**src/rtl/asc_defines.vh**
```
/*
 * Constants for the auxiliary converter A sequencer and calibration registers:
 * register offsets, field positions, reset values, mode codes and timing counts.
 * Assumes it is included by bare name from the design file that uses it.
 */
`ifndef ASC_DEFINES_VH
`define ASC_DEFINES_VH

// Register offsets
`define ASC_ADDR_SEQ_CFG        8'h8C
`define ASC_ADDR_SPARE          8'h8D
`define ASC_ADDR_OCAL           8'h8E
`define ASC_ADDR_CTRL           8'hA0
`define ASC_ADDR_STATUS         8'hA1

// Reset values
`define ASC_RST_SEQ_CFG         16'h0000
`define ASC_RST_SPARE           8'h00
`define ASC_RST_OCAL            16'h0000

// Sequencer configuration fields
`define ASC_MODE_HI             15
`define ASC_MODE_LO             14
`define ASC_DLY_HI              10
`define ASC_DLY_LO              8
`define ASC_OSR_HI              1
`define ASC_OSR_LO              0

// Control and status fields
`define ASC_CTRL_GO_BIT         0
`define ASC_STAT_BUSY_BIT       0
`define ASC_STAT_STEP_LO        1
`define ASC_STAT_CONV_BIT       3

// Sequence start modes
`define ASC_MODE_SINGLE_GO      2'h0
`define ASC_MODE_SINGLE_DRDY    2'h1

// Channel switch delays in modulator clocks
`define ASC_DLY_0               13'h0010
`define ASC_DLY_1               13'h0040
`define ASC_DLY_2               13'h0080
`define ASC_DLY_3               13'h0100
`define ASC_DLY_4               13'h0200
`define ASC_DLY_5               13'h0400
`define ASC_DLY_6               13'h0800
`define ASC_DLY_7               13'h1000

// Conversion times in modulator clocks
`define ASC_CONV_0              13'h0180
`define ASC_CONV_1              13'h0200
`define ASC_CONV_2              13'h0300
`define ASC_CONV_3              13'h0500

// Third order sinc stage ratio
`define ASC_THIRD_ORDER_SINC_RATIO         13'h0040

// Modulator clock divider default
`define ASC_MCLK_DIV            8'h05

`endif

```
**src/rtl/asc_aux_adc_sequencer_config.v**
```verilog
/*
 * Sequencer configuration, spare byte and offset calibration for auxiliary
 * converter A, with the step sequencer, second decimation stage and offset
 * correction they steer.
 * Assumes all inputs are synchronous to clk_i, that the analog path delivers
 * third order sinc words on third_order_sinc_valid_i, and that enable and power state
 * come from the neighbouring configuration logic.
 */
`timescale 1ns/1ps
`default_nettype none

`include "asc_defines.vh"

// Functional notes
// - Mode 00b: one pass through the sequence per go bit write.
// - Go bit aborts any running sequence and restarts it, in every mode.
// - Mode 01b: single pass starts on data-ready falling edge or go bit.
// - Mode 01b: data-ready edges during a running sequence are ignored.
// - Modes 10b and 11b: sequence repeats continuously after the go bit.
// - Settle delay before each step: 16 to 4096 modulator clocks by code.
// - Ratio code sets total ratio and conversion time 384 to 1280 clocks.
// - Fixed ratio 64 third_order_sinc, then first_order_sinc averaging of 2, 4, 8; none at 00b.
// - Sequencer config bits 13:11 and 7:2 read as zero, ignore writes.
// - Spare byte 7:0 is read/write storage with no effect.
// - Spare register bits 15:8 read as zero.
// - Signed 16-bit offset word, reset zero, corrects conversion results.
// - Offset LSB is 2*Vref/2^16 at gain 1, half that at gain 2 or 4.
// - Disable, standby or power-down clears result and step counter.
module asc_aux_adc_sequencer_config #(
    parameter [7:0] MCLK_DIV  = `ASC_MCLK_DIV,
    parameter [1:0] LAST_STEP = 2'h3
) (
    // Clock and reset
    input  wire        clk_i,
    input  wire        rst_i,
    // Register port
    input  wire [7:0]  addr_i,
    input  wire [15:0] wdata_i,
    input  wire        wr_i,
    input  wire        rd_i,
    output wire [15:0] rdata_o,
    // Converter state from neighbouring logic
    input  wire        aux_converter_enable_i,
    input  wire        standby_i,
    input  wire        power_down_i,
    input  wire [1:0]  aux_gain_setting_i,
    input  wire        primary_data_ready_n_i,
    // Third order sinc words from the analog path
    input  wire [15:0] third_order_sinc_data_i,
    input  wire        third_order_sinc_valid_i,
    // Sequencer outputs
    output wire        mclk_en_o,
    output wire [1:0]  aux_step_counter_o,
    output wire        aux_mux_switch_o,
    output wire        aux_converting_o,
    output wire        aux_seq_busy_o,
    output wire [15:0] aux_result_o,
    output wire        aux_result_valid_o
);

    localparam [1:0] ST_IDLE   = 2'h0;
    localparam [1:0] ST_SETTLE = 2'h1;
    localparam [1:0] ST_CONV   = 2'h2;
    localparam [15:0] RST_CFG  = `ASC_RST_SEQ_CFG;

    // Channel switch delay lookup, used for settle length
    function [12:0] dly_cycles;
        input [2:0] sel;
        begin
            case (sel)
                3'h0:    dly_cycles = `ASC_DLY_0;
                3'h1:    dly_cycles = `ASC_DLY_1;
                3'h2:    dly_cycles = `ASC_DLY_2;
                3'h3:    dly_cycles = `ASC_DLY_3;
                3'h4:    dly_cycles = `ASC_DLY_4;
                3'h5:    dly_cycles = `ASC_DLY_5;
                3'h6:    dly_cycles = `ASC_DLY_6;
                default: dly_cycles = `ASC_DLY_7;
            endcase
        end
    endfunction

    // Conversion time lookup, used for end of conversion and window start
    function [12:0] conv_cycles;
        input [1:0] sel;
        begin
            case (sel)
                2'h0:    conv_cycles = `ASC_CONV_0;
                2'h1:    conv_cycles = `ASC_CONV_1;
                2'h2:    conv_cycles = `ASC_CONV_2;
                default: conv_cycles = `ASC_CONV_3;
            endcase
        end
    endfunction

    // Registers
    reg  [1:0]  mode_q;
    reg  [2:0]  dly_sel_q;
    reg  [1:0]  osr_q;
    reg  [7:0]  spare_q;
    reg  [15:0] ocal_q;
    reg  [15:0] rdata_q;

    // Sequencer state
    reg  [7:0]  div_q;
    reg         drdy_n_q;
    reg  [1:0]  state_q;
    reg  [1:0]  step_q;
    reg  [12:0] cnt_q;
    reg  signed [18:0] acc_q;
    reg  [15:0] result_q;
    reg         result_valid_q;
    reg         mux_switch_q;

    wire        mclk_en;
    wire        conv_off;
    wire        go_wr;
    wire        drdy_fall;
    wire        drdy_start;
    wire        seq_start;
    wire        continuous;
    wire [12:0] dly_len;
    wire [12:0] conv_len;
    wire [12:0] win_start;
    wire        conv_done;

    reg  signed [18:0] avg;
    reg  signed [17:0] off_scaled;
    reg  signed [17:0] corr;
    reg  [15:0] corr_sat;
    reg  [15:0] rd_mux;

    // Modulator clock enable; the whole sequencer counts in these ticks
    assign mclk_en = (div_q == (MCLK_DIV - 8'h01));

    always @(posedge clk_i or posedge rst_i) begin
        if (rst_i) begin
            div_q <= 8'h00;
        end else if (mclk_en) begin
            div_q <= 8'h00;
        end else begin
            div_q <= div_q + 8'h01;
        end
    end

    // Register writes
    always @(posedge clk_i or posedge rst_i) begin
        if (rst_i) begin
            mode_q    <= RST_CFG[`ASC_MODE_HI:`ASC_MODE_LO];
            dly_sel_q <= RST_CFG[`ASC_DLY_HI:`ASC_DLY_LO];
            osr_q     <= RST_CFG[`ASC_OSR_HI:`ASC_OSR_LO];
            spare_q   <= `ASC_RST_SPARE;
            ocal_q    <= `ASC_RST_OCAL;
        end else if (wr_i) begin
            case (addr_i)
                `ASC_ADDR_SEQ_CFG: begin
                    mode_q    <= wdata_i[`ASC_MODE_HI:`ASC_MODE_LO];
                    dly_sel_q <= wdata_i[`ASC_DLY_HI:`ASC_DLY_LO];
                    osr_q     <= wdata_i[`ASC_OSR_HI:`ASC_OSR_LO];
                end
                `ASC_ADDR_SPARE: begin
                    spare_q <= wdata_i[7:0];
                end
                `ASC_ADDR_OCAL: begin
                    ocal_q <= wdata_i;
                end
                default: begin
                    spare_q <= spare_q;
                end
            endcase
        end
    end

    // Read multiplexer; unmapped offsets read zero
    always @* begin
        rd_mux = 16'h0000;
        case (addr_i)
            `ASC_ADDR_SEQ_CFG: begin
                rd_mux[`ASC_MODE_HI:`ASC_MODE_LO] = mode_q;
                rd_mux[`ASC_DLY_HI:`ASC_DLY_LO]   = dly_sel_q;
                rd_mux[`ASC_OSR_HI:`ASC_OSR_LO]   = osr_q;
            end
            `ASC_ADDR_SPARE: begin
                rd_mux[7:0] = spare_q;
            end
            `ASC_ADDR_OCAL: begin
                rd_mux = ocal_q;
            end
            `ASC_ADDR_STATUS: begin
                rd_mux[`ASC_STAT_BUSY_BIT]                  = (state_q != ST_IDLE);
                rd_mux[`ASC_STAT_STEP_LO+1:`ASC_STAT_STEP_LO] = step_q;
                rd_mux[`ASC_STAT_CONV_BIT]                  = (state_q == ST_CONV);
            end
            default: begin
                rd_mux = 16'h0000;
            end
        endcase
    end

    // Read data stands only in the cycle after the strobe
    always @(posedge clk_i or posedge rst_i) begin
        if (rst_i) begin
            rdata_q <= 16'h0000;
        end else if (rd_i) begin
            rdata_q <= rd_mux;
        end else begin
            rdata_q <= 16'h0000;
        end
    end

    // Start sources
    assign conv_off   = ~aux_converter_enable_i | standby_i | power_down_i;
    assign go_wr      = wr_i & (addr_i == `ASC_ADDR_CTRL) & wdata_i[`ASC_CTRL_GO_BIT];
    assign drdy_fall  = drdy_n_q & ~primary_data_ready_n_i;
    assign drdy_start = (mode_q == `ASC_MODE_SINGLE_DRDY) & drdy_fall & (state_q == ST_IDLE);
    assign seq_start  = go_wr | drdy_start;
    assign continuous = mode_q[1];

    assign dly_len   = dly_cycles(dly_sel_q);
    assign conv_len  = conv_cycles(osr_q);
    // First_order_sinc window covers ratio times 64 clocks
    assign win_start = conv_len - (`ASC_THIRD_ORDER_SINC_RATIO << osr_q) - 13'h0001;
    assign conv_done = mclk_en & (cnt_q == conv_len - 13'h0001);

    always @(posedge clk_i or posedge rst_i) begin
        if (rst_i) begin
            drdy_n_q <= 1'b1;
        end else begin
            drdy_n_q <= primary_data_ready_n_i;
        end
    end

    // Second stage averaging and offset correction
    always @* begin
        avg = acc_q >>> osr_q;
        // Offset counts double at gain setting codes 2 and 3 (bit 1 set)
        if (aux_gain_setting_i[1]) begin
            off_scaled = {ocal_q[15], ocal_q, 1'b0};
        end else begin
            off_scaled = {{2{ocal_q[15]}}, ocal_q};
        end
        corr = avg[17:0] - off_scaled;
        if (corr > 18'sh07FFF) begin
            corr_sat = 16'h7FFF;
        end else if (corr < -18'sh08000) begin
            corr_sat = 16'h8000;
        end else begin
            corr_sat = corr[15:0];
        end
    end

    // Sequencer
    always @(posedge clk_i or posedge rst_i) begin
        if (rst_i) begin
            state_q        <= ST_IDLE;
            step_q         <= 2'h0;
            cnt_q          <= 13'h0000;
            acc_q          <= 19'sh00000;
            result_q       <= 16'h0000;
            result_valid_q <= 1'b0;
            mux_switch_q   <= 1'b0;
        end else begin
            result_valid_q <= 1'b0;
            mux_switch_q   <= 1'b0;
            if (conv_off) begin
                state_q  <= ST_IDLE;
                step_q   <= 2'h0;
                cnt_q    <= 13'h0000;
                acc_q    <= 19'sh00000;
                result_q <= 16'h0000;
            end else if (seq_start) begin
                state_q      <= ST_SETTLE;
                step_q       <= 2'h0;
                cnt_q        <= 13'h0000;
                mux_switch_q <= 1'b1;
            end else begin
                case (state_q)
                    ST_SETTLE: begin
                        if (mclk_en) begin
                            if (cnt_q == dly_len - 13'h0001) begin
                                state_q <= ST_CONV;
                                cnt_q   <= 13'h0000;
                                acc_q   <= 19'sh00000;
                            end else begin
                                cnt_q <= cnt_q + 13'h0001;
                            end
                        end
                    end
                    ST_CONV: begin
                        // Accumulate last third_order_sinc words
                        // Window sits one tick early: a word in the last tick would miss the result
                        if (third_order_sinc_valid_i && (cnt_q >= win_start) &&
                            (cnt_q != conv_len - 13'h0001)) begin
                            if (osr_q == 2'h0) begin
                                acc_q <= {{3{third_order_sinc_data_i[15]}}, third_order_sinc_data_i};
                            end else begin
                                acc_q <= acc_q + {{3{third_order_sinc_data_i[15]}}, third_order_sinc_data_i};
                            end
                        end
                        if (conv_done) begin
                            result_q       <= corr_sat;
                            result_valid_q <= 1'b1;
                            cnt_q          <= 13'h0000;
                            if (step_q != LAST_STEP) begin
                                step_q       <= step_q + 2'h1;
                                state_q      <= ST_SETTLE;
                                mux_switch_q <= 1'b1;
                            end else if (continuous) begin
                                step_q       <= 2'h0;
                                state_q      <= ST_SETTLE;
                                mux_switch_q <= 1'b1;
                            end else begin
                                state_q <= ST_IDLE;
                            end
                        end else if (mclk_en) begin
                            cnt_q <= cnt_q + 13'h0001;
                        end
                    end
                    default: begin
                        state_q <= ST_IDLE;
                    end
                endcase
            end
        end
    end

    // Outputs
    assign rdata_o            = rdata_q;
    assign mclk_en_o          = mclk_en;
    assign aux_step_counter_o = step_q;
    assign aux_mux_switch_o   = mux_switch_q;
    assign aux_converting_o   = (state_q == ST_CONV);
    assign aux_seq_busy_o     = (state_q != ST_IDLE);
    assign aux_result_o       = result_q;
    assign aux_result_valid_o = result_valid_q;

endmodule

`default_nettype wire

```
**config.mk**
```make
export PLATFORM = sky130hd
export DESIGN_NAME = asc_aux_adc_sequencer_config
export DESIGN_NICKNAME = d
export VERILOG_FILES = /design/src/rtl/asc_aux_adc_sequencer_config.v
export VERILOG_INCLUDE_DIRS = /design/src /design/src/rtl
export SDC_FILE = /design/constraint.sdc
export NUM_CORES = 1
export LEC_CHECK = 0
export ABC_AREA = 0
export BUFFER_PORTS_ARGS = -buffer_cell sky130_fd_sc_hd__buf_2
export CAP_MARGIN = 25
export CORE_ASPECT_RATIO = 0.7
export CORE_UTILIZATION = 60
export DETAILED_ROUTE_END_ITERATION = 10
export GPL_TIMING_DRIVEN = 0
export PLACE_DENSITY = 0.85
export SLEW_MARGIN = 20
export SYNTH_ARGS = -nofsm -noshare
export SYNTH_HDL_FRONTEND = slang
export SYNTH_SLANG_ARGS = --single-unit
```
**constraint.sdc**
```tcl
create_clock -name clk_i -period 5.05 [get_ports clk_i]
set_input_delay 1.01 -clock clk_i [delete_from_list [all_inputs] [get_ports clk_i]]
set_output_delay 1.01 -clock clk_i [all_outputs]
set_load 0.05 [all_outputs]
```
# After elaboration in Yosys (flattened, before gate mapping)
# Cells that the tools add are included.
# totals
regBits	110
wordCells	145
# classes
n_addsub	9
order_cmp	3
n_eq_ne	29
n_shift	2
mux	55
n_bitwise	11
reduce_logical	21
# op_table
op	n
$mux W16	8
$mux W19	6
$pmux W13 S7	1
$mux W13	6
$eq A8 B8 Y1 const B	5
$sub A13 B1 Y13 const B	3
$pmux W19 S2	1
$pmux W11 S3	1
$eq A13 B13 Y1	2
$pmux W13 S2	1
$mux W2	11
$add A19 B19 Y19	1
$sshr A19 B2 Y18	1
$gt A18 B16 Y1 const B	1
$lt A18 B16 Y1 const B	1
$sub A18 B18 Y18	1
$add A13 B1 Y13 const B	1
$ge A13 B13 Y1	1
$ne A13 B13 Y1	1
$shl A7 B2 Y13 const A	1
$sub A13 B13 Y13	1
$mux W1	12
$reduce_and A3 Y1	4
$eq A3 B3 Y1 const B	3
31 further kinds	56

# Depth between registers and ports, before layout
# depth
word_depth	11
mapped_depth	15
ltp_nobuf	13

# Worst setup path before layout
# OpenSTA, ideal clock, no wires.
# synth_timing
kind	input -> register
start	in aux_gain_setting_i[1]
end	reg result_q[3], in the netlist aux_result_o[3]
setup_time_ps	83
arrival_ps	3962
path_slack_ps	1006
cell_stages	13
path_cell_list	clkbuf_1 > buf_1 > mux2i_1 > ha_1 > buf_2 > a211oi_1 > o21bai_1 > a2111oi_0 > nand3_1 > o21ai_0 > nand2_1 > buf_6 > o21ai_0
# synth_between
elab_chain_cells	9
word_cells_on_any_way	10
classes_between	add/sub (1); order compare (2); mux (7)
# synth_rtl
element	line	text
start, declared	asc_aux_adc_sequencer_config.v:46	input wire [1:0] aux_gain_setting_i,
$mux W16 (*)	asc_aux_adc_sequencer_config.v:237	if (aux_gain_setting_i[1]) begin
$sub A18 B18 Y18 (*)	asc_aux_adc_sequencer_config.v:242	corr = avg[17:0] - off_scaled;
$lt A18 B16 Y1	asc_aux_adc_sequencer_config.v:245	end else if (corr < -18'sh08000) begin
$mux W16	asc_aux_adc_sequencer_config.v:245	
$mux W16 (*)	asc_aux_adc_sequencer_config.v:243	if (corr > 18'sh07FFF) begin
$mux W16 (*)	asc_aux_adc_sequencer_config.v:300	if (conv_done) begin
$mux W16 (*)	asc_aux_adc_sequencer_config.v:277	case (state_q)
$mux W16 (*)	asc_aux_adc_sequencer_config.v:271	end else if (seq_start) begin
$mux W16 (*)	asc_aux_adc_sequencer_config.v:265	if (conv_off) begin
end signal, assigned	asc_aux_adc_sequencer_config.v:301	result_q <= corr_sat;
end, declared	asc_aux_adc_sequencer_config.v:111	reg [15:0] result_q;
# Every way passes the cells marked *; elsewhere a longest branch is shown, timed or not. The select of a mux whose other input is x is not followed.
# A chain may end at the register's enable or synchronous reset.

# Worst setup path after layout
# layout_timing
start	in aux_gain_setting_i[1]
end	reg result_q[8], in the netlist aux_result_o[8]
# Same word-level chain as after synthesis.

==> flow_summary.json <==
{
  "clock_skew_ns": 0.01276,
  "cellLeakagePower_nw": 4.114,
  "yosysUniqueCellTypes": 77,
  "grt_pass1_wl_um": 31360,
  "final_util_pct": 71.17,
  "r2r_cells": 13,
  "portBuffers": 87,
  "max_freq_mhz": 217.3,
  "clk_path_buf_depth": 2,
  "cts_setup_buffers": 0,
  "grt_max_degree": 68,
  "clkTransAtPathRegs_ns": 0.08,
  "hold_end": "aux_result_o[1]",
  "synthesis.area_um2": 7584,
  "rrSetupSlack_ns": 0.52,
  "synth.area.top_cells": "dfrtp_1 (36%), ha_1 (8.4%), mux2_2 (5.0%)",
  "vias": 6595,
  "holdBufCountCts": 0,
  "gp_congestion": 0.8970,
  "worst_slew_pin_slew_ns": 0.8007,
  "period_needed_ns": 4.602,
  "clk_latency_ns": 0.36,
  "grtUsageTotal_pct": 31.38,
  "synth_top_area_cell": "dfrtp_1",
  "yosys.area.top_type_share_pct": 35.97,
  "synth_enable_flop_cells": 0,
  "wl_um": 19680,
  "crit_fanout": 10,
  "dieHeight_um": 96.06,
  "hold_viol": 0,
  "pre_cts_slack_ns": 0.1587,
  "std_cell_rows": 33,
  "rsz0062_at_grt": "false",
  "fin_ws_ns": 0.4477,
  "grt_pass1_vias": 6199,
  "crit_path_end_kind": "flip-flop",
  "ys_ff_latch": 110,
  "hpwlAfterDp_um": 15190,
  "ctsResizeCount": 0,
  "cts_tree": "yes",
  "wl_per_cell_um": 19.07,
  "stdcell_area_um2": 8551,
  "critPathRequiredTime_ns": 5.27,
  "regToRegEndpoint": "aux_result_o[5]",
  "arrival_ns": 4.82,
  "drc": 0,
  "numCtsBuffers": 9,
  "layout-drive-gt1-share_pct": 21.14,
  "placed_area_um2": 8252,
  "area_delta_synth_final_pct": 12.75,
  "critPathKind": "in -> reg",
  "netlist_instances": 770,
  "p_per_area_nw_per_um2": 233.5,
  "clock_sinks": 110,
  "initialDrtViolationCount": 417,
  "maxCapViolCount": 0,
  "ir_drop_uv": 178.8,
  "relSlewSlack_pct": 46.13,
  "synth.most_common_cell": "dfrtp_1",
  "yosysWarningCount": 0,
  "seq_area_frac_synth_pct": 36.31,
  "async_flop_share_pct": 100.0,
  "status": "completed",
  "root_buffer": "clkbuf_16",
  "setup_tns_ns": 0,
  "grt_overflow": 0,
  "core-area_um2": 12020,
  "start_util_pct": 63.12,
  "insertedDiodeCount": 0,
  "hold_depth": 2,
  "slew_viol_final": 0,
  "dieWidth_um": 136.4,
  "io_pins": 90,
  "via_per_inst": 6.391,
  "yosys-top-cells-count": "dfrtp_1 (109), o21ai_0 (62), nand2_1 (52)",
  "ant_nets": 0,
  "hp-class": "reg -> reg",
  "antenna_found_initial": 0,
  "drt_pass1_iterations": 7,
  "dieArea_um2": 13100,
  "min_from": "aux_result_o[1]",
  "crit-reg2reg-launch": "osr_q[1]",
  "setup_viol_count_final": 0,
  "fin_crit_sh_pct": 91.13,
  "synthFlopType": "dfrtp_1",
  "nNetsFinal": 974,
  "startpoint_type": "input port",
  "htreeDepth": 3,
  "avgSynthCellArea_um2": 9.849
}
==> metal layers <==
metal  up-vias  wire length [um]  GRT usage [%]
met5         -                 0              0
met4         0               345          8.889
met3        33              1483          5.266
met2       309              8504          47.12
met1      3176              9348          46.53
li1       3077                 -              -
==> registers in the layout (all words and copies together), names as in the netlist, 3 cells and up <==
signal,flops
ocal_q,16
div_q,8
aux_result_o,16
cnt_q,13
spare_q,8
dly_sel_q,3
rdata_o,16
acc_q,19
==> cells by family (layout without fill, tap and decap cells) <==
kind of cell	after synthesis	in the layout	share of synthesized area (%)
buf+inv	54	158	3.349
compound gates	216	216	18.83
other cells	1	2	0.04945
mux	67	67	11.71
flops	110	110	36.31
simple gates	227	227	15.86
fa+ha+maj	53	53	8.942
xor+xnor	42	42	4.950
==> worst max path at each step <==
stage / from / end / slack [ns] / cells past startpoint
2_1_floorplan: aux_gain_setting_i[1] / aux_result_o[3] / 1.01 / 13
3_3_place_gp: rst_i / acc_q[0] / 0.15 / 2
3_5_place_dp: aux_gain_setting_i[1] / aux_result_o[8] / 0.16 / 13
4_1_cts: aux_gain_setting_i[1] / aux_result_o[8] / 0.49 / 13
5_1_grt: osr_q[1] / aux_result_o[5] / 0.16 / 13
6_report: aux_gain_setting_i[1] / aux_result_o[8] / 0.45 / 13
==> final cells by class <==
type / count / area, um2
plain buffers: 33 / 175.2
clock buffers: 10 / 239.0
clock inverters: 6 / 60.06
fillers: 877 / 3465
inverters: 21 / 83.83
multi-input cells: 607 / 4579
flip-flops and latches: 110 / 2754
well taps: 157 / 196.4
repair buffers: 88 / 462.9
==> where the power goes <==
group          total (mW)  internal (mW)  switching, mW
clock network       0.719          0.361          0.358
logic               0.370          0.141          0.229
registers           0.908          0.893         0.0150
==> metrics by stage <==
step	power [mW]	std cells	hold slack (ns)
finish	1.996	1032	0.4907
global placement	1.268	1015	0.4603
detailed placement	1.283	1016	0.4739
CTS	1.990	1032	0.4898
floorplan	1.174	771	0.4463
global route	2.069	1032	0.5085
==> worst max-delay path: stages <==
cell      delay, ns
clkbuf_1       0.36
buf_1          0.57
mux2i_1        0.45
ha_1           0.30
nor2b_1        0.14
o31a_1         0.28
o21ai_1        0.37
a211oi_1       0.16
a211oi_2       0.48
o21ai_0        0.22
nand2_1        0.21
buf_6          0.16
o21ai_0        0.10
==> cells in the final DEF, fill, tap and decap left out, drive strengths merged, types with 14 or more instances in the layout <==
cell    synthesis  routed
dfrtp         109     109
buf            17     105
o21ai          67      67
nand2          52      52
ha             51      51
a21oi          49      49
nor2           43      43
mux2           34      34
clkbuf         16      26
inv            21      24
nor3           23      23
xor2           22      22
nand3          21      21
a22o           21      21
xnor2          20      20
mux2i          19      19
and3           16      16
nor2b          14      14
mux4           14      14
Note: power is estimated with default switching activity, not from simulation.
